==> src/rtl/tsu_pkg.sv <==
// Purpose: Shared constants and types for the task switch unit
// Assumes: Word slots follow the 32-bit state segment order
// Notes: 16-bit layout is derived from the 32-bit slot index
package tsu_pkg;
  localparam int SLOT_W = 5;
  localparam int DATA_W = 32;
  localparam int SEL_W = 16;
  localparam int RAM_DEPTH = 32;

  // Slot indices of the 32-bit state segment, one per 32-bit word
  localparam logic [4:0] SLOT_LINK = 5'h00;
  localparam logic [4:0] SLOT_STK0 = 5'h01;
  localparam logic [4:0] SLOT_SS0 = 5'h02;
  localparam logic [4:0] SLOT_SS1 = 5'h04;
  localparam logic [4:0] SLOT_SS2 = 5'h06;
  localparam logic [4:0] SLOT_PDBR = 5'h07;
  localparam logic [4:0] SLOT_SEG_ES = 5'h12;
  localparam logic [4:0] SLOT_SEG_DS = 5'h15;
  localparam logic [4:0] SLOT_SEG_GS = 5'h17;
  localparam logic [4:0] SLOT_LOCAL = 5'h18;
  localparam logic [4:0] SLOT_IOMAP = 5'h19;
  localparam logic [4:0] SLOT_LAST = 5'h19;
  localparam logic [4:0] OFS16_LOCAL = 5'h15;

  // Byte address scaling per format
  localparam int SHIFT32 = 2;
  localparam int SHIFT16 = 1;

  // Descriptor type codes
  localparam logic [3:0] TYPE_AVAIL16 = 4'h1;
  localparam logic [3:0] TYPE_TASK_GATE = 4'h5;
  localparam logic [3:0] TYPE_AVAIL32 = 4'h9;
  localparam int TYPE_WIDE_BIT = 3;

  localparam int SEL_TI_BIT = 2;
  localparam int IOMAP_LSB = 16;
  localparam int TRAP_BIT = 0;
  localparam logic [15:0] IOMAP_TYPICAL = 16'h0068;
  localparam logic [1:0] PRIV_MOST = 2'h0;
  localparam logic [15:0] SEL_RESET = 16'h0000;

  typedef enum logic [1:0] {
    OP_JMP = 2'h0,
    OP_CALL = 2'h1,
    OP_LOAD_SEL = 2'h2,
    OP_STORE_SEL = 2'h3
  } tsu_op_t;

  typedef enum logic [2:0] {
    ST_IDLE = 3'h0,
    ST_SAVE = 3'h1,
    ST_LOAD = 3'h3,
    ST_LINK = 3'h2,
    ST_DONE = 3'h6
  } tsu_state_t;
endpackage : tsu_pkg

==> src/rtl/tsu_ram_if.sv <==
// Purpose: Port bundle between sequencer and state memory
// Assumes: One write and one registered read per cycle
// Notes: None
`timescale 1ns/10ps
interface tsu_ram_if;
  import tsu_pkg::*;
  logic we;
  logic [SLOT_W-1:0] waddr;
  logic [DATA_W-1:0] wdata;
  logic [SLOT_W-1:0] raddr;
  logic [DATA_W-1:0] rdata;
  modport ctl (output we, output waddr, output wdata, output raddr, input rdata);
  modport mem (input we, input waddr, input wdata, input raddr, output rdata);
endinterface : tsu_ram_if

==> src/rtl/tsu_task_switch.sv <==
// Purpose: Task switch sequencer with task selector register
// Assumes: Descriptors are fetched and presented by the core
// Notes: Memory port is a simple request/ack master
`timescale 1ns/10ps

// What this block does
// - Jump or call to a state segment or task gate runs a full switch.
// - Outgoing state, every slot but the back link, is written out before incoming state is read.
// - Selector register written by load instruction and by a completed switch, read out by store instruction and, as back link, by a call.
// - Selector access needs protected mode; loading needs privilege 0.
// - Loaded selector must index a state segment descriptor in the global table.
// - Only the 16-bit selector is readable; base, limit, rights stay hidden.
// - 32-bit and 16-bit segment formats, chosen by descriptor type.
// - Task gate needs requested and current privilege below gate privilege.
// - The privilege field inside the gate's own selector is ignored.
// - I/O map base field of a 32-bit segment points to the I/O bitmap.
// - 32-bit segment word order from back link to I/O map base.
// - 16-bit segment word order from back link to local table selector.
module tsu_task_switch
  import tsu_pkg::*;
(
  input wire logic i_clk,
  input wire logic i_nrst,
  input wire logic i_prot_mode,
  input wire logic [1:0] i_cur_priv,
  input wire logic i_req_valid,
  input wire tsu_op_t i_req_op,
  input wire logic [15:0] i_req_sel,
  input wire logic [3:0] i_desc_type,
  input wire logic [1:0] i_desc_priv,
  input wire logic [31:0] i_desc_base,
  input wire logic [31:0] i_desc_limit,
  input wire logic [15:0] i_gate_sel,
  input wire logic [3:0] i_tgt_type,
  input wire logic [31:0] i_tgt_base,
  input wire logic [31:0] i_tgt_limit,
  input wire logic i_core_we,
  input wire logic [4:0] i_core_idx,
  input wire logic [31:0] i_core_wdata,
  output logic [31:0] o_core_rdata,
  output logic o_mem_req,
  output logic o_mem_we,
  output logic o_mem_half,
  output logic [31:0] o_mem_addr,
  output logic [31:0] o_mem_wdata,
  input wire logic i_mem_ack,
  input wire logic [31:0] i_mem_rdata,
  output logic o_busy,
  output logic o_done,
  output logic o_fault,
  output logic [15:0] o_store_sel,
  output logic [15:0] o_iomap_base,
  output logic o_debug_trap
);
  tsu_state_t state_reg;
  logic [4:0] idx_reg;
  logic pend_reg;
  logic req_reg;
  logic we_reg;
  logic half_reg;
  logic [31:0] addr_reg;
  logic [31:0] wdata_reg;
  logic done_reg;
  logic fault_reg;
  logic [15:0] store_sel_reg;
  logic [15:0] iomap_reg;
  logic trap_reg;
  logic is_call_reg;

  // Task selector register; base, limit, type are internal only
  logic [15:0] task_sel_reg;
  logic [31:0] task_base_reg;
  logic [31:0] task_limit_reg;
  logic task_wide_reg;

  // Incoming task captured at request time
  logic [15:0] new_sel_reg;
  logic [31:0] new_base_reg;
  logic [31:0] new_limit_reg;
  logic new_wide_reg;

  logic gate_ok;
  logic load_ok;
  logic store_ok;
  logic is_gate;
  logic [3:0] eff_type;
  logic tgt_is_seg;
  logic accept;
  logic cur_wide;
  logic [31:0] cur_base;
  logic slot_ok;
  logic last_slot;

  tsu_ram_if ram ();

  tsu_state_ram #(
    .DEPTH(RAM_DEPTH)
  ) u_ram (
    .i_clk(i_clk),
    .port(ram.mem)
  );

  tsu_priv_check u_priv (
    .i_prot_mode(i_prot_mode),
    .i_cur_priv(i_cur_priv),
    .i_req_priv(i_req_sel[1:0]),
    .i_gate_priv(i_desc_priv),
    .i_is_gate(is_gate),
    .o_gate_ok(gate_ok),
    .o_load_ok(load_ok),
    .o_store_ok(store_ok)
  );

  // Selector slots of either layout
  function automatic logic is_sel_slot(input logic [4:0] idx);
    is_sel_slot = (idx == SLOT_LINK) || (idx == SLOT_SS0) || (idx == SLOT_SS1)
                  || (idx == SLOT_SS2) || ((idx >= SLOT_SEG_ES) && (idx <= SLOT_LOCAL));
  endfunction : is_sel_slot

  // Slot exists in the 16-bit layout
  function automatic logic slot16_ok(input logic [4:0] idx);
    slot16_ok = (idx < SLOT_PDBR) || ((idx > SLOT_PDBR) && (idx <= SLOT_SEG_DS))
                || (idx == SLOT_LOCAL);
  endfunction : slot16_ok

  // 16-bit word offset: skips page base, FS, GS
  function automatic logic [4:0] slot16_ofs(input logic [4:0] idx);
    if (idx < SLOT_PDBR) begin
      slot16_ofs = idx;
    end else if (idx == SLOT_LOCAL) begin
      slot16_ofs = OFS16_LOCAL;
    end else begin
      slot16_ofs = idx - 5'h01;
    end
  endfunction : slot16_ofs

  // Byte address of a slot in a segment of either format
  function automatic logic [31:0] slot_addr(input logic [31:0] base,
                                            input logic wide,
                                            input logic [4:0] idx);
    if (wide) begin
      slot_addr = base + (32'(idx) << SHIFT32);
    end else begin
      slot_addr = base + (32'(slot16_ofs(idx)) << SHIFT16);
    end
  endfunction : slot_addr

  // Upper half cleared for selectors and for 16-bit words
  function automatic logic [31:0] fit_word(input logic [31:0] d,
                                           input logic wide,
                                           input logic [4:0] idx);
    if (!wide || is_sel_slot(idx)) begin
      fit_word = {16'h0000, d[15:0]};
    end else begin
      fit_word = d;
    end
  endfunction : fit_word

  always_comb begin
    is_gate = (i_desc_type == TYPE_TASK_GATE);
    eff_type = is_gate ? i_tgt_type : i_desc_type;
    tgt_is_seg = (eff_type == TYPE_AVAIL16) || (eff_type == TYPE_AVAIL32);
    accept = i_req_valid && (state_reg == ST_IDLE);
    cur_wide = (state_reg == ST_SAVE) ? task_wide_reg : new_wide_reg;
    cur_base = (state_reg == ST_SAVE) ? task_base_reg : new_base_reg;
    slot_ok = cur_wide || slot16_ok(idx_reg);
    last_slot = (idx_reg == SLOT_LAST);
  end

  // State memory: core owns it while idle, sequencer while busy
  always_comb begin
    ram.raddr = (state_reg == ST_IDLE) ? i_core_idx : idx_reg;
    ram.we = 1'b0;
    ram.waddr = i_core_idx;
    ram.wdata = fit_word(i_core_wdata, 1'b1, i_core_idx);
    if (state_reg == ST_IDLE) begin
      ram.we = i_core_we;
    end else if ((state_reg == ST_LOAD) && req_reg && i_mem_ack) begin
      ram.we = 1'b1;
      ram.waddr = idx_reg;
      ram.wdata = fit_word(i_mem_rdata, new_wide_reg, idx_reg);
    end else if ((state_reg == ST_LINK) && req_reg && i_mem_ack) begin
      ram.we = 1'b1;
      ram.waddr = SLOT_LINK;
      ram.wdata = {16'h0000, task_sel_reg};
    end
  end

  // Sequencer and memory port
  always_ff @(posedge i_clk) begin
    if (!i_nrst) begin
      state_reg <= ST_IDLE;
      idx_reg <= SLOT_LINK;
      pend_reg <= 1'b0;
      req_reg <= 1'b0;
      we_reg <= 1'b0;
      half_reg <= 1'b0;
      addr_reg <= 32'h0000_0000;
      wdata_reg <= 32'h0000_0000;
      is_call_reg <= 1'b0;
    end else begin
      case (state_reg)
        ST_IDLE: begin
          // Switch only on jump or call to a segment or a gate to one
          if (accept && ((i_req_op == OP_JMP) || (i_req_op == OP_CALL))
              && tgt_is_seg && gate_ok) begin
            state_reg <= ST_SAVE;
            idx_reg <= SLOT_STK0;
            is_call_reg <= (i_req_op == OP_CALL);
          end
        end
        ST_SAVE, ST_LOAD: begin
          if (!slot_ok) begin
            idx_reg <= idx_reg + 5'h01;
          end else if (!req_reg && !pend_reg) begin
            pend_reg <= 1'b1;
          end else if (pend_reg) begin
            pend_reg <= 1'b0;
            req_reg <= 1'b1;
            we_reg <= (state_reg == ST_SAVE);
            half_reg <= !cur_wide;
            addr_reg <= slot_addr(cur_base, cur_wide, idx_reg);
            wdata_reg <= fit_word(ram.rdata, cur_wide, idx_reg);
          end else if (i_mem_ack) begin
            req_reg <= 1'b0;
            idx_reg <= idx_reg + 5'h01;
          end
          if (last_slot && (!slot_ok || (req_reg && i_mem_ack))) begin
            idx_reg <= SLOT_LINK;
            if (state_reg == ST_SAVE) begin
              state_reg <= ST_LOAD;
            end else begin
              state_reg <= is_call_reg ? ST_LINK : ST_DONE;
            end
          end
        end
        ST_LINK: begin
          // Call leaves the old selector as the new task's back link
          if (!req_reg) begin
            req_reg <= 1'b1;
            we_reg <= 1'b1;
            half_reg <= !new_wide_reg;
            addr_reg <= slot_addr(new_base_reg, new_wide_reg, SLOT_LINK);
            wdata_reg <= {16'h0000, task_sel_reg};
          end else if (i_mem_ack) begin
            req_reg <= 1'b0;
            state_reg <= ST_DONE;
          end
        end
        ST_DONE: begin
          state_reg <= ST_IDLE;
        end
        default: begin
          state_reg <= ST_IDLE;
        end
      endcase
    end
  end

  // Incoming task capture; gate selector replaces the request selector
  always_ff @(posedge i_clk) begin
    if (!i_nrst) begin
      new_sel_reg <= SEL_RESET;
      new_base_reg <= 32'h0000_0000;
      new_limit_reg <= 32'h0000_0000;
      new_wide_reg <= 1'b0;
    end else if (accept) begin
      new_sel_reg <= is_gate ? i_gate_sel : i_req_sel;
      new_base_reg <= is_gate ? i_tgt_base : i_desc_base;
      new_limit_reg <= is_gate ? i_tgt_limit : i_desc_limit;
      new_wide_reg <= eff_type[TYPE_WIDE_BIT];
    end
  end

  // Task selector register
  always_ff @(posedge i_clk) begin
    if (!i_nrst) begin
      task_sel_reg <= SEL_RESET;
      task_base_reg <= 32'h0000_0000;
      task_limit_reg <= 32'h0000_0000;
      task_wide_reg <= 1'b0;
    end else if (accept && (i_req_op == OP_LOAD_SEL) && load_ok
                 && !i_req_sel[SEL_TI_BIT] && tgt_is_seg && !is_gate) begin
      task_sel_reg <= i_req_sel;
      task_base_reg <= i_desc_base;
      task_limit_reg <= i_desc_limit;
      task_wide_reg <= i_desc_type[TYPE_WIDE_BIT];
    end else if (state_reg == ST_DONE) begin
      task_sel_reg <= new_sel_reg;
      task_base_reg <= new_base_reg;
      task_limit_reg <= new_limit_reg;
      task_wide_reg <= new_wide_reg;
    end
  end

  // Store instruction result, the only readable view of the register
  always_ff @(posedge i_clk) begin
    if (!i_nrst) begin
      store_sel_reg <= SEL_RESET;
    end else if (accept && (i_req_op == OP_STORE_SEL) && store_ok) begin
      store_sel_reg <= task_sel_reg;
    end
  end

  // I/O bitmap pointer and debug trap from a loaded 32-bit segment
  always_ff @(posedge i_clk) begin
    if (!i_nrst) begin
      iomap_reg <= IOMAP_TYPICAL;
      trap_reg <= 1'b0;
    end else if ((state_reg == ST_LOAD) && req_reg && i_mem_ack
                 && (idx_reg == SLOT_IOMAP) && new_wide_reg) begin
      iomap_reg <= i_mem_rdata[IOMAP_LSB +: 16];
      trap_reg <= i_mem_rdata[TRAP_BIT];
    end
  end

  // Completion and fault pulses
  always_ff @(posedge i_clk) begin
    if (!i_nrst) begin
      done_reg <= 1'b0;
      fault_reg <= 1'b0;
    end else begin
      done_reg <= 1'b0;
      fault_reg <= 1'b0;
      if (state_reg == ST_DONE) begin
        done_reg <= 1'b1;
      end else if (accept) begin
        case (i_req_op)
          OP_JMP, OP_CALL: begin
            if (tgt_is_seg && gate_ok) begin
              done_reg <= 1'b0;
            end else begin
              fault_reg <= 1'b1;
            end
          end
          OP_LOAD_SEL: begin
            if (load_ok && !i_req_sel[SEL_TI_BIT] && tgt_is_seg && !is_gate) begin
              done_reg <= 1'b1;
            end else begin
              fault_reg <= 1'b1;
            end
          end
          OP_STORE_SEL: begin
            done_reg <= store_ok;
            fault_reg <= !store_ok;
          end
          default: begin
            fault_reg <= 1'b1;
          end
        endcase
      end
    end
  end

  always_comb begin
    o_core_rdata = ram.rdata;
    o_mem_req = req_reg;
    o_mem_we = we_reg;
    o_mem_half = half_reg;
    o_mem_addr = addr_reg;
    o_mem_wdata = wdata_reg;
    o_busy = (state_reg != ST_IDLE);
    o_done = done_reg;
    o_fault = fault_reg;
    o_store_sel = store_sel_reg;
    o_iomap_base = iomap_reg;
    o_debug_trap = trap_reg;
  end
endmodule : tsu_task_switch

==> src/rtl/tsu_state_ram.sv <==
// Purpose: Live task state image, one word per segment slot
// Assumes: Read data registered, one cycle latency
// Notes: No reset on storage; contents undefined until written
`timescale 1ns/10ps
module tsu_state_ram
  import tsu_pkg::*;
#(
  parameter int DEPTH = RAM_DEPTH
) (
  input wire logic i_clk,
  tsu_ram_if.mem port
);
  logic [DATA_W-1:0] mem_q [DEPTH];

  always_ff @(posedge i_clk) begin
    if (port.we) begin
      mem_q[port.waddr] <= port.wdata;
    end
  end

  always_ff @(posedge i_clk) begin
    port.rdata <= mem_q[port.raddr];
  end
endmodule : tsu_state_ram

==> src/rtl/tsu_priv_check.sv <==
// Purpose: Privilege checks for gate transfers and selector loads
// Assumes: Inputs stable while a request is presented
// Notes: Purely combinational
`timescale 1ns/10ps
module tsu_priv_check
  import tsu_pkg::*;
(
  input wire logic i_prot_mode,
  input wire logic [1:0] i_cur_priv,
  input wire logic [1:0] i_req_priv,
  input wire logic [1:0] i_gate_priv,
  input wire logic i_is_gate,
  output logic o_gate_ok,
  output logic o_load_ok,
  output logic o_store_ok
);
  // Gate's own selector privilege field never enters here
  always_comb begin
    o_gate_ok = !i_is_gate
                || ((i_req_priv < i_gate_priv) && (i_cur_priv < i_gate_priv));
    o_load_ok = i_prot_mode && (i_cur_priv == PRIV_MOST);
    o_store_ok = i_prot_mode;
  end
endmodule : tsu_priv_check

==> config.mk <==
export PLATFORM = sky130hd
export DESIGN_NAME = tsu_task_switch
export DESIGN_NICKNAME = d
export VERILOG_FILES = /design/src/rtl/tsu_pkg.sv /design/src/rtl/tsu_ram_if.sv /design/src/rtl/tsu_task_switch.sv /design/src/rtl/tsu_state_ram.sv /design/src/rtl/tsu_priv_check.sv
export SDC_FILE = /design/constraint.sdc
export NUM_CORES = 2
export LEC_CHECK = 0
export ABC_AREA = 1
export BUFFER_PORTS_ARGS = -buffer_cell sky130_fd_sc_hd__buf_2
export CORE_ASPECT_RATIO = 1.25
export CORE_MARGIN = 8
export CORE_UTILIZATION = 40
export CTS_CLUSTER_DIAMETER = 50
export CTS_CLUSTER_SIZE = 12
export DETAILED_ROUTE_END_ITERATION = 8
export SYNTH_ARGS = -nofsm -noshare
export SYNTH_HDL_FRONTEND = slang
export SYNTH_SLANG_ARGS = --single-unit
==> constraint.sdc <==
create_clock -name i_clk -period 4.7 [get_ports i_clk]
set_input_delay 0.94 -clock i_clk [delete_from_list [all_inputs] [get_ports i_clk]]
set_output_delay 0.94 -clock i_clk [all_outputs]
set_load 0.1 [all_outputs]
* After elaboration in Yosys (flattened, before gate mapping) *
Memories as Yosys holds them, arrays and structs flattened. A register that Yosys moved wholly into a read port is not among the register bits.
Cells that the tools add are included.

cells by class
  $add $sub $neg = 5
  $lt $le $gt $ge = 9
  equality and inequality tests = 30
  mux-type cells = 89
  bitwise logic cells = 2
  reductions and logical operators = 72

operator list
  cell                                                   count
  2-to-1 mux 32 bit                                      20
  one-hot mux 32 bit (2 select lines)                    2
  2-to-1 mux 5 bit                                       22
  adder 32 x 6 -> 32 bit                                 2
  2-to-1 mux 16 bit                                      3
  adder 32 x 7 -> 32 bit                                 1
  logical AND 1 bit                                      29
  2-to-1 mux 1 bit                                       28
  == test 5 x 3 -> 1 bit, second input constant          4
  2-to-1 mux 3 bit                                       6
  logical OR 1 bit                                       17
  less-or-equal comparator 5 bit, second input constant  3
  != test 2 bit, second input constant                   7
  != test 4 bit, second input constant                   3
  == test 5 x 2 -> 1 bit, second input constant          2
  == test 5 bit, second input constant                   2
  >= comparator 5 bit, second input constant             2
  zero test 5 bit                                        2
  one-hot mux 5 bit (2 select lines)                     1
  AND reduction 5 bit                                    2
  one-hot mux 3 bit (3 select lines)                     1
  zero test 1 bit                                        8
  AND reduction 4 bit                                    2
  == test 3 x 2 -> 1 bit, second input constant          2
  other kinds (25)                                       36

word-level totals
  register bits after elaboration = 210
  memory bits (writable) = 1,024
  input bits = 249
  output and inout port bits = 135
  word-level logic and storage cells = 228
  memories = 1

memory list
  memory       words  bits a word  read ports  clocked after Yosys merged registers in  write ports  line                 text
  u_ram.mem_q  32     32           1           1                                        1            tsu_state_ram.sv:13  logic [DATA_W-1:0] mem_q [DEPTH];

* Longest topological paths before layout *
  word-level depth = 15
  gate-level depth with buffers = 25
  depth with buffers taken out = 24

* Hierarchy *
A second synthesis with hierarchy kept.

unflattened totals
  cell total of the unflattened synthesis = 5,199
  area total of the unflattened synthesis = 53,931.7 µm²

by module, submodules not included
  module           instances  cells each  area an instance (µm²)  sequential area each (µm²)
  tsu_state_ram    1          3,536       42,405.7                31,390.1
  tsu_task_switch  1          1,649       11,439.7                4,204.0
  tsu_priv_check   1          14          86.3                    0.0

* Least setup slack after synthesis *
No wires, ideal clock.

  path type = flip-flop to flip-flop
  start point = register req_reg, in the netlist o_mem_req
  end point = memory u_ram.mem_q[30][0], enable pin
  setup time = 421 ps
  data arrival time = 3,714 ps
  data required time = 4,279 ps
  slack = 565 ps
  cell stages (with the launch flop) = 8
  path buffers = 1
  period minus slack after synthesis = 4,135 ps
  cells stage by stage = dfxtp_1 nand2_1 nor2_1 nand2_1 buf_2 o22ai_1 nand3_1 nor2_1

on the way
  word-level cells in the longest chain between the ends = 7
  elaborated cells between the ends (all ways) = 12
  those cells by class = mux (8); reduce/logical (4)

ends and longest elaborated chain
  item                                    line                    text
  start, declared                         tsu_task_switch.sv:58   logic req_reg;
  start signal, assigned                  tsu_task_switch.sv:195  req_reg <= 1'b0;
  start signal, assigned                  tsu_task_switch.sv:219  req_reg <= 1'b1;
  start signal, assigned                  tsu_task_switch.sv:225  req_reg <= 1'b0;
  logical AND 1 bit (2 in a row)          tsu_task_switch.sv:182  end else if ((state_reg == ST_LINK) && req_reg && i_mem_ack) begin
  2-to-1 mux 1 bit                        tsu_task_switch.sv:182
  2-to-1 mux 1 bit                        tsu_task_switch.sv:178  end else if ((state_reg == ST_LOAD) && req_reg && i_mem_ack) begin
  2-to-1 mux 1 bit                        tsu_task_switch.sv:176  if (state_reg == ST_IDLE) begin
  2-to-1 mux 1 bit                        tsu_state_ram.sv:16     if (port.we) begin
  2-to-1 mux 1 bit (implied by the code)  tsu_state_ram.sv:17     mem_q[port.waddr] <= port.wdata;
  end, declared                           tsu_state_ram.sv:13

Parallel ways exist; a longest one is shown, timed or not.

* Worst setup path after layout *
  start point = register idx_reg[1]
  end point = register addr_reg[24], in the netlist o_mem_addr[24]

on the way
  word-level cells in the longest chain between the ends = 15
  elaborated cells between the ends (all ways) = 26
  those cells by class = add/sub (3); order compare (3); eq/ne (2); mux (13); reduce/logical (5)

ends and longest elaborated chain
  item                                                               line                                                                    text
  start, declared                                                    tsu_task_switch.sv:56                                                   logic [4:0] idx_reg;
  start signal, assigned                                             tsu_task_switch.sv:214                                                  idx_reg <= idx_reg + 5'h01;
  start signal, assigned                                             tsu_task_switch.sv:226                                                  idx_reg <= idx_reg + 5'h01;
  subtractor 5 x 1 -> 5 bit / == test 5 bit (equally long branches)  tsu_task_switch.sv:133, tsu_task_switch.sv:123, tsu_task_switch.sv:130
  2-to-1 mux 5 bit                                                   tsu_task_switch.sv:130                                                  end else if (idx == SLOT_LOCAL) begin
  2-to-1 mux 5 bit                                                   tsu_task_switch.sv:128                                                  if (idx < SLOT_PDBR) begin
  2-to-1 mux 5 bit                                                   tsu_task_switch.sv:141                                                  if (wide) begin
  2-to-1 mux 5 bit                                                   tsu_task_switch.sv:217                                                  end else if (pend_reg) begin
  2-to-1 mux 5 bit                                                   tsu_task_switch.sv:215                                                  end else if (!req_reg && !pend_reg) begin
  2-to-1 mux 5 bit                                                   tsu_task_switch.sv:213                                                  if (!slot_ok) begin
  2-to-1 mux 5 bit                                                   tsu_task_switch.sv:202                                                  case (state_reg)
  2-to-1 mux 5 bit                                                   tsu_task_switch.sv:191                                                  if (!i_nrst) begin
  adder 32 x 6 -> 32 bit                                             tsu_task_switch.sv:144                                                  slot_addr = base + (32'(slot16_ofs(idx)) << SHIFT16);
  2-to-1 mux 32 bit                                                  tsu_task_switch.sv:141
  2-to-1 mux 32 bit                                                  tsu_task_switch.sv:217
  2-to-1 mux 32 bit                                                  tsu_task_switch.sv:215
  2-to-1 mux 32 bit                                                  tsu_task_switch.sv:213
  one-hot mux 32 bit (2 select lines)                                tsu_task_switch.sv:202
  end signal, assigned                                               tsu_task_switch.sv:222                                                  addr_reg <= slot_addr(cur_base, cur_wide, idx_reg);
  end signal, assigned                                               tsu_task_switch.sv:243                                                  addr_reg <= slot_addr(new_base_reg, new_wide_reg, SLOT_LINK);
  end, declared                                                      tsu_task_switch.sv:61                                                   logic [31:0] addr_reg;

Parallel ways exist; a longest one is shown, timed or not. The select of a mux whose other input is x is not followed.
A chain may end at the register's enable or synchronous reset.

==> insert_results.sql <==
INSERT INTO impl_metrics (metric_group, metric, value, unit) VALUES
('power', 'p_leak', '22.7', 'nW'),
('logic_synthesis', 'sequential_area_share_after_synthesis', '66.8', '%'),
('floorplanning', 'floorplan.die.width', '343', 'um'),
('timing', 'grt_setup_unrepaired', 'false', ''),
('floorplanning', 'row_count', '150', ''),
('clocking', 'sinks_on_clock_net', '1266', ''),
('grt', 'grt-busiest-layer', 'met2', ''),
('grt', 'grtUsageTotal', '20.9', '%'),
('timing', 'finalSetupViolations', '0', ''),
('layout', 'final_cell_count_no_fill', '7078', ''),
('clocking', 'tritoncts', 'yes', ''),
('hold_path', 'kind_of_path_behind_the_tightest_hold_check', 'reg2reg', ''),
('timing', 'timing.slew.headroom', '13.0', '%'),
('floorplanning', 'initial_utilization', '40.1', '%'),
('grt', 'grt_pass1_wl', '234000', 'um'),
('critical_path', 'cpMaxStageDelayCell', 'dfxtp_1', ''),
('timing', 'fin_ws', '1.05', 'ns'),
('power', 'cellPowerDensity', '582', 'nW/um2'),
('grt', 'grt_start_max_net_pins', '153', ''),
('layout', 'fin_area', '61000', 'um2'),
('logic_synthesis', 'yosys.cell_count.top_type', 'nand2_1', ''),
('power', 'worst_ir_drop_vdd', '0.494', 'mV'),
('logic_synthesis', 'synth.largest_area_cell', 'edfxtp_1', ''),
('run', 'drv.max_cap_violation_count', '0', ''),
('logic_synthesis', 'syn_area', '53300', 'um2'),
('logic_synthesis', 'post_synth_inst_count', '5015', ''),
('critical_path', 'critical_path.startpoint_type', 'flop', ''),
('grt', 'grt_overflow', '0', ''),
('critical_path', 'maximum_fanout_encountered_on_the_critical_timing_path', '8', ''),
('layout', 'share_of_layout_cells_above_drive_strength_1', '14.2', '%'),
('logic_synthesis', 'synth.area.top_cells', 'edfxtp_1, dfxtp_1, nand2_1', ''),
('floorplanning', 'die_area', '145000', 'um2'),
('timing', 'max_slew.worst_pin.slew', '1.30', 'ns'),
('timing', 'timing.clock.skew', '0.0265', 'ns'),
('logic_synthesis', 'synth-edff-count', '1024', ''),
('logic_synthesis', 'post_synth_top_cells', 'nand2_1, edfxtp_1, a21oi_1', ''),
('placement', 'placed_cells_incl_taps', '6890', ''),
('timing', 'period_share', '77.7', '%'),
('grt', 'global_route.usage.met3', '3.15', '%'),
('grt', 'first_global_vias', '37400', ''),
('route', 'dr.first_iter.drc_count', '3343', ''),
('clocking', 'numCtsBuffers', '121', ''),
('critical_path', 'critPathMostFrequentCell', 'nand2_1', ''),
('logic_synthesis', 'synth_ff_type', 'edfxtp_1', ''),
('layout', 'sequential_cell_area', '35600', 'um2'),
('clocking', 'ctsHoldBuffers', '0', ''),
('route', 'wl_per_cell', '22.3', 'um'),
('placement', 'detailed_place_hpwl', '93600', 'um'),
('clocking', 'cts_buffer_depth', '3', ''),
('route', 'via_count', '38500', ''),
('layout', 'flow.area_growth_from_synthesis', '14.3', '%'),
('clocking', 'post-cts-setup-buffer-count', '0', ''),
('status', 'result_of_the_run', 'complete, no violations', ''),
('grt', 'met2_usage', '37.1', '%'),
('layout', 'largest_reg_flops', '1024', ''),
('placement', 'dpl_worst_slack', '0.530', 'ns'),
('placement', 'port_buffers', '319', ''),
('route', 'dr.pass1.iters', '6', ''),
('logic_synthesis', 'async_flop_share', '0', '%'),
('critical_path', 'max_stage_delay', '0.47', 'ns'),
('grt', 'globalRouteMet1Util', '25.8', '%'),
('critical_path', 'cp_cell_sequence', 'inv_1 > nor3_2 > inv_1 > nand2_1 > inv_1 > o21ai_0 > nand2_1 > ha_1 > nand2_1 > nand2_1 > nand2_1 > nand3_1 > nand2_1 > nand2_1 > nand2_1 > clkinv_1 > nand3_1 > nand2_1 > nand3_1 > nand2_1 > a21oi_1', ''),
('logic_synthesis', 'synth.top_cell.area_share', '57.7', '%'),
('timing', 'timing.setup.tns', '0', 'ns'),
('floorplanning', 'core_area', '133000', 'um2'),
('layout', 'final.fill_count', '12100', ''),
('clocking', 'clk_pin_slew_worst_paths', '0.06', 'ns'),
('clocking', 'cts-resized-gates', '0', ''),
('logic_synthesis', 'netlist-cell-type-count', '54', ''),
('critical_path', 'worstPathRequired', '5.35', 'ns'),
('route', 'route.detailed.drc', '0', '');
-- kinds of logic (layout without fill, tap and decap cells) --
group | count (synthesis) | in the layout | share of synthesized area, %
compound gates | 1300 | 1300 | 13.3
xor+xnor | 7 | 7 | 0.115
fa+ha+maj | 19 | 19 | 0.474
buf+inv | 608 | 917 | 4.85
flops | 1266 | 1266 | 66.8
mux | 3 | 3 | 0.0634
other cells | 0 | 6 | 0
simple gates | 1812 | 1812 | 14.4
-- worst max-delay path, delay by kind of cell, from the launching register on --
kind	cells	cell delay, ns
adders and majority gates	1	0.35
DFF	1	0.47
and+or+nand+nor	14	1.88
buffers and inverters	4	0.65
AOI/OAI and AO/OA	2	0.25
-- cell usage in the layout (no fill, tap or decap), drive strengths merged --
cell / netlist / final
clkinv: 6 / 13
buf: 196 / 449
clkbuf: 126 / 165
o21ai: 506 / 506
o311ai: 1 / 1
a31o: 2 / 2
a22o: 1 / 1
a21boi: 1 / 1
a221oi: 26 / 26
nor2: 255 / 255
a31oi: 22 / 22
xnor2: 2 / 2
a211oi: 5 / 5
inv: 280 / 283
diode: 0 / 6
a21oi: 550 / 550
bufinv: 0 / 5
o211ai: 135 / 135
o22ai: 47 / 47
o2111a: 1 / 1
ha: 17 / 17
dfxtp: 242 / 242
fa: 2 / 2
nor3: 15 / 15
edfxtp: 1024 / 1024
nand3b: 10 / 10
mux2: 3 / 3
nor4: 2 / 2
a22oi: 1 / 1
nand4: 13 / 13
or2: 102 / 102
o21bai: 2 / 2
xor2: 5 / 5
nand2: 1136 / 1136
nand3: 279 / 279
clkinvlp: 0 / 2
-- power breakdown --
part,switching [mW],total (mW),internal (mW)
clock network,4.02,9.08,5.07
registers,0.424,13.3,12.9
logic,10.0,13.1,3.05
total,14.5,35.5,21.0
-- cell type report --
cell class	instances	area share, %
Sequential cell	1266	58.4
Multi-Input combinational cell	3141	25.5
Clock inverter	17	0.398
Inverter	286	1.81
Clock buffer	165	5.38
Antenna cell	6	0.0246
Timing Repair Buffer	449	4.94
Tap cell	1748	3.59
-- path summary, 6_finish.rpt --
check	start	to	slack, ns	cells past startpoint
worst min-delay path	o_mem_addr[31]	o_mem_addr[31]	0.46	2
worst max register to register	idx_reg[1]	o_mem_addr[24]	1.05	21
worst min register to register	o_mem_addr[31]	o_mem_addr[31]	0.46	2
worst max-delay path	idx_reg[1]	o_mem_addr[24]	1.05	21
-- metal layers --
metal	wire length, um	up-vias	share of wire (%)
li1	-	18100	-
met5	33	-	0.021
met4	5310	4	3.4
met1	63000	18700	40
met2	79600	1349	50
met3	10000	315	6.3
-- metrics by stage --
| stage | total power, mW | hold WS, ns | util [%] |
|---|---|---|---|
| floorplan | 23.0 | 0.434 | - |
| global placement | 26.5 | 0.451 | 43.2 |
| detailed placement | 26.6 | 0.456 | 43.2 |
| CTS | 35.6 | 0.435 | 45.8 |
| global route | 37.2 | 0.470 | 45.8 |
| finish | 35.5 | 0.463 | 45.8 |
(Power assumes the default switching activity.)
